==> src/logic/i2c_slv_pkg.sv <==
// Shared constants for the two-wire slave: register map, field positions,
// reset values, mode codes and the protocol state enumeration.
// Assumes an APB register bus with 32-bit data and byte addresses.
package i2c_slv_pkg;
	// ----------------------------------------
	// Register map
	// ----------------------------------------
	localparam logic [7:0] OFS_CTRL = 8'h00;
	localparam logic [7:0] OFS_STAT = 8'h04;
	localparam logic [7:0] OFS_ADDR = 8'h08;
	localparam logic [7:0] OFS_DATA = 8'h0c;
	localparam logic [7:0] OFS_TOUT = 8'h10;
	// ----------------------------------------
	// Reset values, write masks and keep mask
	// ----------------------------------------
	localparam logic [7:0] CTRL_RST   = 8'he0;
	localparam logic [7:0] CTRL_WMASK = 8'hee;
	localparam logic [7:0] STAT_RST   = 8'h81;
	localparam logic [7:0] STAT_WMASK = 8'h1e;
	localparam logic [7:0] STAT_KEEP  = 8'h1a;
	localparam logic [7:0] ADDR_RST   = 8'h00;
	// ----------------------------------------
	// Field positions
	// ----------------------------------------
	localparam int MODE_LSB  = 5;
	localparam int DEB_LSB   = 2;
	localparam int EN_BIT    = 1;
	localparam int HCF_BIT   = 7;
	localparam int ADDR_MATCHED_FLAG_BIT  = 6;
	localparam int BUSY_BIT  = 5;
	localparam int XMIT_BIT  = 4;
	localparam int ACK_SEND_CTRL_BIT  = 3;
	localparam int DIR_BIT   = 2;
	localparam int WAKE_BIT  = 1;
	localparam int ACK_RECV_FLAG_BIT  = 0;
	localparam int TOF_BIT   = 6;
	localparam int IRQEN_BIT = 0;
	// ----------------------------------------
	// Codes and counts
	// ----------------------------------------
	localparam logic [2:0] MODE_I2C  = 3'b110;
	localparam logic [2:0] DEB_NONE  = 3'h1;
	localparam logic [2:0] DEB_TWO   = 3'h2;
	localparam logic [2:0] DEB_FOUR  = 3'h4;
	localparam logic [3:0] ADDR_LAST = 4'h7;
	localparam logic [3:0] RX_BITS   = 4'h8;
	localparam logic [3:0] TX_LAST   = 4'h7;

	typedef enum logic [2:0] {
		ST_IDLE,
		ST_ADDR,
		ST_ADDR_ACK,
		ST_HOLD,
		ST_RX,
		ST_RX_ACK,
		ST_TX,
		ST_TX_ACK
	} i2c_state_e;
endpackage

==> src/logic/line_filter.sv <==
// Two-flop synchroniser and selectable debounce for the bus lines.
// Assumes lines arrive asynchronously to pclk; sel comes from pclk logic.
`timescale 1ns/100ps
module line_filter #(
	parameter int W = 2
) (
	input  wire logic         pclk,
	input  wire logic         presetn,
	input  wire logic [1:0]   sel,
	input  wire logic [W-1:0] din,
	output logic [W-1:0]      dout
);
	typedef struct packed {
		logic [W-1:0]      s1;
		logic [W-1:0]      s2;
		logic [W-1:0]      q;
		logic [W-1:0][2:0] cnt;
	} filt_s;

	filt_s q;
	filt_s next_q;
	logic [2:0] need;

	// Stable cycles before a change is accepted
	always_comb
	begin
		case (sel)
			2'b00:   need = i2c_slv_pkg::DEB_NONE;
			2'b01:   need = i2c_slv_pkg::DEB_TWO;
			default: need = i2c_slv_pkg::DEB_FOUR;
		endcase
	end

	always_comb
	begin
		next_q = q;
		next_q.s1 = din;
		next_q.s2 = q.s1;
		for (int i = 0; i < W; i++)
		begin
			if (q.s2[i] == q.q[i])
				next_q.cnt[i] = 3'h0;
			else if (q.cnt[i] + 3'h1 >= need)
			begin
				next_q.q[i] = q.s2[i];
				next_q.cnt[i] = 3'h0;
			end
			else
				next_q.cnt[i] = q.cnt[i] + 3'h1;
		end
	end

	// Idle bus lines are high, so reset to high avoids a false edge
	always_ff @(posedge pclk or negedge presetn)
	begin
		if (!presetn)
			q <= '{s1: '1, s2: '1, q: '1, cnt: '0};
		else
			q <= next_q;
	end

	assign dout = q.q;
endmodule

==> src/logic/bus_cond_detect.sv <==
// Finds clock edges and start/stop conditions on the filtered lines.
// Assumes scl and sda are already synchronised to pclk.
`timescale 1ns/100ps
module bus_cond_detect (
	input  wire logic pclk,
	input  wire logic presetn,
	input  wire logic scl,
	input  wire logic sda,
	output logic      start_det,
	output logic      stop_det,
	output logic      scl_rise,
	output logic      scl_fall
);
	typedef struct packed {
		logic scl;
		logic sda;
	} prev_s;

	prev_s q;
	prev_s next_q;

	always_comb
	begin
		next_q.scl = scl;
		next_q.sda = sda;
	end

	always_ff @(posedge pclk or negedge presetn)
	begin
		if (!presetn)
			q <= '{scl: 1'b1, sda: 1'b1};
		else
			q <= next_q;
	end

	assign start_det = q.scl & scl & q.sda & ~sda;
	assign stop_det  = q.scl & scl & ~q.sda & sda;
	assign scl_rise  = ~q.scl & scl;
	assign scl_fall  = q.scl & ~scl;
endmodule

==> src/logic/i2c_slave.sv <==
// Two-wire bus slave with address match, acknowledge and clock hold,
// reached over APB. Assumes an external bus master and a time-out counter
// elsewhere that pulses timeout_evt on pclk; pins are open drain.
//
// Notes on behaviour
// Receiver drives acknowledge-control bit on 9th clock; 0 acks, 1 withholds.
// Acknowledge-control bit is never auto-cleared; firmware clears it. Here a time-out resets it to 0 with the rest of the status.
// Bit after the address is captured into the direction flag.
// Direction 0 means master writes, 1 means master reads.
// With wake enable set, an address match in low power raises wake.
// Wake enable stays set until firmware clears it. Here a time-out also clears it with the rest of the status.
// Transmitter samples data line at 9th clock into received-acknowledge flag.
// Transmitter continues on acknowledge, releases data line on no acknowledge.
// First seven bits after start, MSB first, are compared with own address.
// Address match sets matched flag and raises the interrupt request.
// Matched address plus direction bit is acknowledged low on 9th bit.
// One interrupt for address match, byte done and time-out.
// Start is data falling while clock high; sets bus-busy flag.
// Slave never makes a start; data line only changes with clock low.
// Block works only with mode 110 and interface enable 1.
// After a match, clock is held low until data register access.
// Own address sits in upper seven bits; bit 0 is ignored.
// Debounce selects none, two or four clock cycles.
// Data bytes are eight bits, MSB first.
// Clock is also held low after each acknowledged data byte.
//
// Added by the designer: the register addresses and register access over APB.
`timescale 1ns/100ps
module i2c_slave (
	input  wire logic        pclk,
	input  wire logic        presetn,
	input  wire logic        psel,
	input  wire logic        penable,
	input  wire logic        pwrite,
	input  wire logic [7:0]  paddr,
	input  wire logic [31:0] pwdata,
	output logic [31:0]      prdata,
	output logic             pready,
	output logic             pslverr,
	input  wire logic        scl_i,
	output logic             scl_o,
	output logic             scl_oe,
	input  wire logic        sda_i,
	output logic             sda_o,
	output logic             sda_oe,
	input  wire logic        low_power,
	input  wire logic        timeout_evt,
	output logic             irq_req,
	output logic             wake_req
);
	typedef struct packed {
		i2c_slv_pkg::i2c_state_e st;
		logic [3:0]              cnt;
		logic [7:0]              shift;
		logic [7:0]              ctrl;
		logic [7:0]              stat;
		logic [7:0]              own;
		logic [7:0]              data;
		logic                    tof;
		logic                    irq_en;
		logic                    sda_oe;
		logic                    scl_oe;
		logic                    irq;
		logic                    wake;
		logic [31:0]             prdata;
	} slv_s;

	slv_s q;
	slv_s next_q;

	logic       scl_f;
	logic       sda_f;
	logic       start_det;
	logic       stop_det;
	logic       scl_rise;
	logic       scl_fall;
	logic       active;
	logic       setup;
	logic       acc;
	logic       mapped;
	logic       data_wr;
	logic       data_rd;
	logic [7:0] rd_val;

	// ----------------------------------------
	// Line conditioning
	// ----------------------------------------
	line_filter #(
		.W (2)
	) u_filter (
		.pclk    (pclk),
		.presetn (presetn),
		.sel     (q.ctrl[i2c_slv_pkg::DEB_LSB +: 2]),
		.din     ({scl_i, sda_i}),
		.dout    ({scl_f, sda_f})
	);

	bus_cond_detect u_cond (
		.pclk      (pclk),
		.presetn   (presetn),
		.scl       (scl_f),
		.sda       (sda_f),
		.start_det (start_det),
		.stop_det  (stop_det),
		.scl_rise  (scl_rise),
		.scl_fall  (scl_fall)
	);

	// ----------------------------------------
	// Bus decode
	// ----------------------------------------
	assign active = q.ctrl[i2c_slv_pkg::EN_BIT] &&
		q.ctrl[i2c_slv_pkg::MODE_LSB +: 3] == i2c_slv_pkg::MODE_I2C;
	assign setup  = psel & ~penable;
	assign acc    = psel & penable;
	assign mapped = paddr == i2c_slv_pkg::OFS_CTRL || paddr == i2c_slv_pkg::OFS_STAT ||
		paddr == i2c_slv_pkg::OFS_ADDR || paddr == i2c_slv_pkg::OFS_DATA ||
		paddr == i2c_slv_pkg::OFS_TOUT;
	assign data_wr = acc & pwrite & (paddr == i2c_slv_pkg::OFS_DATA);
	assign data_rd = acc & ~pwrite & (paddr == i2c_slv_pkg::OFS_DATA);

	always_comb
	begin
		case (paddr)
			i2c_slv_pkg::OFS_CTRL: rd_val = q.ctrl;
			i2c_slv_pkg::OFS_STAT: rd_val = q.stat;
			i2c_slv_pkg::OFS_ADDR: rd_val = q.own;
			i2c_slv_pkg::OFS_DATA: rd_val = q.data;
			i2c_slv_pkg::OFS_TOUT: rd_val = {1'b0, q.tof, 5'h00, q.irq_en};
			default:               rd_val = 8'h00;
		endcase
	end

	// ----------------------------------------
	// Next state
	// ----------------------------------------
	always_comb
	begin
		next_q = q;
		next_q.irq = 1'b0;
		next_q.wake = 1'b0;
		if (setup)
			next_q.prdata = {24'h000000, rd_val};
		// Software first, so hardware events below win over a clear
		if (acc && pwrite)
		begin
			case (paddr)
				i2c_slv_pkg::OFS_CTRL: next_q.ctrl = pwdata[7:0] & i2c_slv_pkg::CTRL_WMASK;
				i2c_slv_pkg::OFS_STAT: next_q.stat = (q.stat & ~i2c_slv_pkg::STAT_WMASK) |
					(pwdata[7:0] & i2c_slv_pkg::STAT_WMASK);
				i2c_slv_pkg::OFS_ADDR: next_q.own = pwdata[7:0];
				i2c_slv_pkg::OFS_DATA: next_q.data = pwdata[7:0];
				i2c_slv_pkg::OFS_TOUT:
				begin
					next_q.tof = pwdata[i2c_slv_pkg::TOF_BIT];
					next_q.irq_en = pwdata[i2c_slv_pkg::IRQEN_BIT];
				end
				default: next_q.own = q.own;
			endcase
		end
		if (start_det)
		begin
			next_q.stat[i2c_slv_pkg::BUSY_BIT] = 1'b1;
			next_q.stat[i2c_slv_pkg::ADDR_MATCHED_FLAG_BIT] = 1'b0;
			next_q.st = i2c_slv_pkg::ST_ADDR;
			next_q.cnt = 4'h0;
			next_q.sda_oe = 1'b0;
			next_q.scl_oe = 1'b0;
		end
		else if (stop_det)
		begin
			next_q.stat[i2c_slv_pkg::BUSY_BIT] = 1'b0;
			next_q.stat[i2c_slv_pkg::ADDR_MATCHED_FLAG_BIT] = 1'b0;
			next_q.st = i2c_slv_pkg::ST_IDLE;
			next_q.sda_oe = 1'b0;
			next_q.scl_oe = 1'b0;
		end
		else
		begin
			case (q.st)
				i2c_slv_pkg::ST_ADDR:
				begin
					if (scl_rise)
					begin
						next_q.shift = {q.shift[6:0], sda_f};
						next_q.cnt = q.cnt + 4'h1;
						if (q.cnt == i2c_slv_pkg::ADDR_LAST)
						begin
							if (q.shift[6:0] == q.own[7:1])
							begin
								next_q.stat[i2c_slv_pkg::ADDR_MATCHED_FLAG_BIT] = 1'b1;
								next_q.stat[i2c_slv_pkg::DIR_BIT] = sda_f;
								next_q.irq = q.irq_en;
								// Enable bit is left alone for software
								next_q.wake = q.stat[i2c_slv_pkg::WAKE_BIT] & low_power;
								next_q.st = i2c_slv_pkg::ST_ADDR_ACK;
							end
							else
								next_q.st = i2c_slv_pkg::ST_IDLE;
						end
					end
				end
				i2c_slv_pkg::ST_ADDR_ACK:
				begin
					if (scl_fall)
					begin
						if (!q.sda_oe)
							next_q.sda_oe = 1'b1;
						else
						begin
							next_q.sda_oe = 1'b0;
							next_q.scl_oe = 1'b1;
							next_q.st = i2c_slv_pkg::ST_HOLD;
						end
					end
				end
				i2c_slv_pkg::ST_HOLD:
				begin
					// Firmware picks the direction from the flag
					if (data_wr && q.stat[i2c_slv_pkg::XMIT_BIT])
					begin
						next_q.shift = pwdata[7:0];
						next_q.sda_oe = ~pwdata[7];
						next_q.scl_oe = 1'b0;
						next_q.cnt = 4'h0;
						next_q.stat[i2c_slv_pkg::HCF_BIT] = 1'b0;
						next_q.st = i2c_slv_pkg::ST_TX;
					end
					else if (data_rd && !q.stat[i2c_slv_pkg::XMIT_BIT])
					begin
						next_q.scl_oe = 1'b0;
						next_q.cnt = 4'h0;
						next_q.stat[i2c_slv_pkg::HCF_BIT] = 1'b0;
						next_q.st = i2c_slv_pkg::ST_RX;
					end
				end
				i2c_slv_pkg::ST_RX:
				begin
					if (scl_rise)
					begin
						next_q.shift = {q.shift[6:0], sda_f};
						next_q.cnt = q.cnt + 4'h1;
					end
					else if (scl_fall && q.cnt == i2c_slv_pkg::RX_BITS)
					begin
						next_q.data = q.shift;
						next_q.stat[i2c_slv_pkg::HCF_BIT] = 1'b1;
						next_q.stat[i2c_slv_pkg::ADDR_MATCHED_FLAG_BIT] = 1'b0;
						next_q.irq = q.irq_en;
						// Snapshot so a late write cannot move sda with scl high
						next_q.sda_oe = ~q.stat[i2c_slv_pkg::ACK_SEND_CTRL_BIT];
						next_q.st = i2c_slv_pkg::ST_RX_ACK;
					end
				end
				i2c_slv_pkg::ST_RX_ACK:
				begin
					if (scl_fall)
					begin
						next_q.sda_oe = 1'b0;
						if (q.sda_oe)
						begin
							next_q.scl_oe = 1'b1;
							next_q.st = i2c_slv_pkg::ST_HOLD;
						end
						else
							next_q.st = i2c_slv_pkg::ST_IDLE;
					end
				end
				i2c_slv_pkg::ST_TX:
				begin
					if (scl_fall)
					begin
						if (q.cnt == i2c_slv_pkg::TX_LAST)
						begin
							next_q.sda_oe = 1'b0;
							next_q.st = i2c_slv_pkg::ST_TX_ACK;
						end
						else
						begin
							next_q.shift = {q.shift[6:0], 1'b0};
							next_q.sda_oe = ~q.shift[6];
							next_q.cnt = q.cnt + 4'h1;
						end
					end
				end
				i2c_slv_pkg::ST_TX_ACK:
				begin
					if (scl_rise)
					begin
						next_q.stat[i2c_slv_pkg::ACK_RECV_FLAG_BIT] = sda_f;
						next_q.stat[i2c_slv_pkg::HCF_BIT] = 1'b1;
						next_q.stat[i2c_slv_pkg::ADDR_MATCHED_FLAG_BIT] = 1'b0;
						next_q.irq = q.irq_en;
					end
					else if (scl_fall)
					begin
						if (!q.stat[i2c_slv_pkg::ACK_RECV_FLAG_BIT])
						begin
							next_q.scl_oe = 1'b1;
							next_q.st = i2c_slv_pkg::ST_HOLD;
						end
						else
							next_q.st = i2c_slv_pkg::ST_IDLE;
					end
				end
				i2c_slv_pkg::ST_IDLE:
					next_q.sda_oe = 1'b0;
				default:
					next_q.st = i2c_slv_pkg::ST_IDLE;
			endcase
		end
		if (timeout_evt)
		begin
			next_q.stat = i2c_slv_pkg::STAT_RST;
			next_q.tof = 1'b1;
			next_q.irq = q.irq_en;
			next_q.st = i2c_slv_pkg::ST_IDLE;
			next_q.sda_oe = 1'b0;
			next_q.scl_oe = 1'b0;
		end
		// Disabled: flags to defaults, control bits kept
		if (!active)
		begin
			next_q.stat = (next_q.stat & i2c_slv_pkg::STAT_KEEP) |
				(i2c_slv_pkg::STAT_RST & ~i2c_slv_pkg::STAT_KEEP);
			next_q.st = i2c_slv_pkg::ST_IDLE;
			next_q.sda_oe = 1'b0;
			next_q.scl_oe = 1'b0;
			next_q.irq = timeout_evt & q.irq_en;
			next_q.wake = 1'b0;
		end
	end

	always_ff @(posedge pclk or negedge presetn)
	begin
		if (!presetn)
		begin
			q <= '0;
			q.st <= i2c_slv_pkg::ST_IDLE;
			q.ctrl <= i2c_slv_pkg::CTRL_RST;
			q.stat <= i2c_slv_pkg::STAT_RST;
			q.own <= i2c_slv_pkg::ADDR_RST;
		end
		else
			q <= next_q;
	end

	// ----------------------------------------
	// Outputs
	// ----------------------------------------
	// Open drain: the pins only ever pull low
	assign scl_o    = 1'b0;
	assign sda_o    = 1'b0;
	assign scl_oe   = q.scl_oe;
	assign sda_oe   = q.sda_oe;
	assign irq_req  = q.irq;
	assign wake_req = q.wake;
	assign prdata   = q.prdata;
	assign pready   = 1'b1;
	assign pslverr  = acc & ~mapped;
endmodule

==> config.mk <==
export PLATFORM = sky130hd
export DESIGN_NAME = i2c_slave
export DESIGN_NICKNAME = d
export VERILOG_FILES = /design/src/logic/i2c_slv_pkg.sv /design/src/logic/line_filter.sv /design/src/logic/bus_cond_detect.sv /design/src/logic/i2c_slave.sv
export SDC_FILE = /design/constraint.sdc
export NUM_CORES = 1
export LEC_CHECK = 0
export BUFFER_PORTS_ARGS = -buffer_cell sky130_fd_sc_hd__buf_4
export CORE_MARGIN = 1
export CORE_UTILIZATION = 55
export DETAILED_ROUTE_END_ITERATION = 12
export PLACE_DENSITY = 0.85
export SLEW_MARGIN = 15
export SYNTH_ARGS = -nofsm -noshare
export SYNTH_HDL_FRONTEND = slang
export SYNTH_SLANG_ARGS = --single-unit
export TNS_END_PERCENT = 100
==> constraint.sdc <==
create_clock -name pclk -period 2.5 [get_ports pclk]
set_clock_uncertainty 0.05 [all_clocks]
set_input_delay 0.125 -clock pclk [delete_from_list [all_inputs] [get_ports pclk]]
set_output_delay 0.125 -clock pclk [all_outputs]
set_load 0.005 [all_outputs]
==> flow_metrics.py <==
metrics = {
    "clocking": {
        "ctsResizeCount": 0,
        "clockBufferDepth": 2,
        "cts_sinks": 73,
        "hold_buffers": 11,
        "numCtsBuffers": 9,
        "cts_setup_buffers": 0,
        "clkSlewWorstSetupHoldPaths_ns": 0.08,
        "tritoncts": "yes",
        "cts-htree-levels": 3,
        "clock_latency_ns": 0.36,
        "root_buffer": "clkbuf_8",
    },
    "sta": {
        "fin_crit_ns": 2.28,
        "setup_tns_ns": 0,
        "min_period_over_period": 0.913,
        "maxSlewViolCount": 0,
        "max_freq_mhz": 438,
        "tightestPinTransition_ns": 0.898,
        "slew_headroom": 0.401,
        "setup_viol": 0,
        "rsz0062_at_grt": "no",
        "fin_hold_ws_ns": 0.0321,
        "hold_viol": 0,
    },
    "min_path": {
        "hold_end": "q[69]$_DFFE_PN1P_",
        "hold_class": "input pin to register",
        "min_from": "pwdata[7]",
        "hold_depth": 2,
    },
    "global_routing": {
        "grt_usage": 0.261,
        "antenna_found_initial": 0,
        "grt_start_max_net_pins": 74,
        "grt_pass1_vias": 3331,
        "grt_overflow_total": 0,
        "grt_first_pass_wirelength_mm": 16.4,
    },
    "run_status": {
        "outcome": "complete, no violations",
    },
    "synth": {
        "syn_area_per_cell_um2": 9.86,
        "yosysWarnings": 0,
        "yosysSeqAreaShare": 0.434,
        "ys.flop_type": "dfrtp_1",
        "synth.distinct_cells": 57,
        "ys_seq_elements": 73,
        "async_flop_share": 1.00,
        "synth_cells": 431,
        "synth_edf_count": 0,
        "syn_area_um2": 4250,
    },
    "detailed_routing": {
        "post-route-drc-count": 0,
        "viasPerCell": 5.97,
        "num_vias": 3460,
        "first_iter_violations": 384,
        "postRouteAntennaNets": 0,
        "routedWlPerCell_um": 17.5,
        "dr.pass1.iters": 5,
        "drt_wl_total_mm": 10.1,
    },
    "setup_path": {
        "required_ns": 2.76,
        "critical-path-top-delay-family": "compound AO/OA/AOI/OAI gates",
        "cp_max_fo": 5,
        "reg2reg_slack_ns": 0.22,
        "path_buf_inv": 2,
        "endpoint_kind": "register",
        "cp-start-kind": "register",
        "slowest_stage": "a2111oi_0",
        "slowest_delay_ns": 0.60,
        "path_cells": "xnor2_1 > nand4_1 > nor4_1 > buf_4 > nand4_1 > a2111oi_0 > buf_4",
        "r2r_start": "q[70]$_DFFE_PN0P_",
        "cp.arrival_ns": 2.54,
        "r2r_end": "wake_req$_DFF_PN0_",
        "critical_path_class": "register to register",
        "r2r_cells": 7,
    },
    "floorplan": {
        "die_area_um2": 8080,
        "fp.dieW_um": 89.9,
        "boundaryPins": 89,
        "start_util": 0.576,
        "rows": 31,
        "die_height_um": 89.9,
        "core_area_um2": 7370,
    },
    "pwr": {
        "power_density_nw_per_um2": 528,
        "peakVddDrop_uv": 423,
        "p_leak_nw": 2.27,
    },
    "finish": {
        "drive_above_1_share": 0.249,
        "fin_cells": 580,
        "fin_util": 0.658,
        "layout.nets": 535,
        "n_antenna_cell": 0,
        "syn_to_final_growth_pct": 14.1,
        "fillers": 564,
    },
    "placed_design": {
        "numPortBuffers": 37,
        "dp_hpwl_mm": 6.92,
        "routabilityCongestion": 0.901,
        "place_inst": 553,
    },
    "run": {
        "max_cap_violations": 0,
    },
}
==> cells by family after synthesis <==
kind of cell,share of synthesized area
AND/OR/NAND/NOR,0.169
AO/OA/AOI/OAI,0.131
flip-flops,0.434
buffers and inverters,0.0851
multiplexers,0.120
XOR/XNOR,0.0289
adder cells (fa/ha/maj),0.0295
other,0.00177
==> worst max-delay path by stage <==
stage	slack, ns	start	cells after the start	end
6_report	0.22	q[70]$_DFFE_PN0P_	7	wake_req$_DFF_PN0_
3_5_place_dp	0.27	q[78]$_DFFE_PN0P_	6	q[76]$_DFFE_PN0P_
3_3_place_gp	0.31	q[78]$_DFFE_PN0P_	6	q[76]$_DFFE_PN0P_
4_1_cts	0.22	q[70]$_DFFE_PN0P_	7	wake_req$_DFF_PN0_
2_1_floorplan	0.45	q[78]$_DFFE_PN0P_	6	q[70]$_DFFE_PN0P_
5_1_grt	0.04	q[70]$_DFFE_PN0P_	7	wake_req$_DFF_PN0_
==> cell type report <==
class	instances	area [µm²]	share of cell area
clock buffers	10	128	0.0263
flip-flops and latches	73	1840	0.380
multi-input cells	325	2140	0.441
clock inverters	6	115	0.0237
inverters	8	30.0	0.00620
repair buffers	59	470	0.0971
well taps	99	124	0.0256
==> routing by layer <==
metal  wire [µm]  vias to the layer above  global-route usage
li1            -                     1553                   -
met1        4000                     1669               0.322
met2        4970                      209               0.427
met3         874                       29              0.0728
met4         292                        0               0.117
met5           0                        -                   0
==> layout by cell type, fill, tap and decap left out, types with 10 or more instances in the layout <==
cell type / instances
dfstp_2: 13
mux2i_1: 15
nand3_1: 11
conb_1: 27
o21ai_0: 16
nand2_1: 51
a21oi_1: 21
dlygate4sd3_1: 11
buf_4: 48
dfrtp_1: 60
mux2_2: 32
ha_1: 10
nor2_1: 34
xor2_1: 10
==> per-stage QoR <==
stage / power (W) / worst slack (ns) / cell area, µm²
2_1_floorplan: 0.00136 / 0.451 / 4340
3_3_place_gp: 0.00142 / 0.306 / 4490
3_5_place_dp: 0.00143 / 0.267 / 4490
4_1_cts: 0.00257 / 0.224 / 4850
5_1_grt: 0.00264 / 0.0438 / 4850
6_report: 0.00256 / 0.218 / 4850
==> sequential cells by signal (all words and copies together) (netlist names) <==
name             cells
u_filter.dout        2
sda_oe               1
u_filter.next_q      2
wake_req             1
u_cond.q             2
scl_oe               1
irq_req              1
prdata               8
u_filter.q           8
q                   47
==> report_power, final <==
| group | total, W | internal [W] | switching (W) | leakage (nW) |
|---|---|---|---|---|
| Clock | 0.00113 | 0.000668 | 0.000463 | 0.117 |
| Combinational | 0.000198 | 0.0000846 | 0.000114 | 1.22 |
| Sequential | 0.00123 | 0.00121 | 0.0000211 | 0.927 |
==> cells in the mapped netlist, types with 2 or more instances <==
| master | number | area [µm²] |
|---|---|---|
| nand2b_1 | 6 | 37.5 |
| a31o_2 | 3 | 26.3 |
| nor2_1 | 34 | 128 |
| o21ai_0 | 16 | 80.1 |
| nand4_1 | 7 | 43.8 |
| o31ai_1 | 2 | 15.0 |
| nor4_1 | 2 | 12.5 |
| nor3_1 | 3 | 15.0 |
| xor2_1 | 10 | 87.6 |
| nor3b_1 | 3 | 22.5 |
| nand3_1 | 11 | 55.1 |
| inv_1 | 8 | 30.0 |
| a31oi_1 | 2 | 12.5 |
| a21o_1 | 5 | 37.5 |
| o21a_1 | 2 | 15.0 |
| mux2_2 | 32 | 360 |
| ha_1 | 10 | 125 |
| and3b_1 | 2 | 17.5 |
| xnor2_1 | 4 | 35.0 |
| nor2_2 | 2 | 12.5 |
| nor2b_1 | 6 | 37.5 |
| and2_1 | 3 | 18.8 |
| a211oi_1 | 4 | 30.0 |
| a221o_1 | 2 | 20.0 |
| nand2_1 | 51 | 191 |
| a211o_1 | 2 | 17.5 |
| buf_4 | 35 | 263 |
| a21oi_1 | 21 | 105 |
| a22o_1 | 7 | 61.3 |
| dfrtp_1 | 60 | 1500 |
| mux2i_1 | 15 | 150 |
| conb_1 | 2 | 7.51 |
| and3_1 | 7 | 43.8 |
| or2_2 | 2 | 12.5 |
| buf_2 | 4 | 20.0 |
| clkbuf_1 | 8 | 30.0 |
| a22oi_1 | 5 | 37.5 |
| dfstp_2 | 13 | 342 |
| buf_1 | 2 | 7.51 |
(Power assumes the default switching activity.)
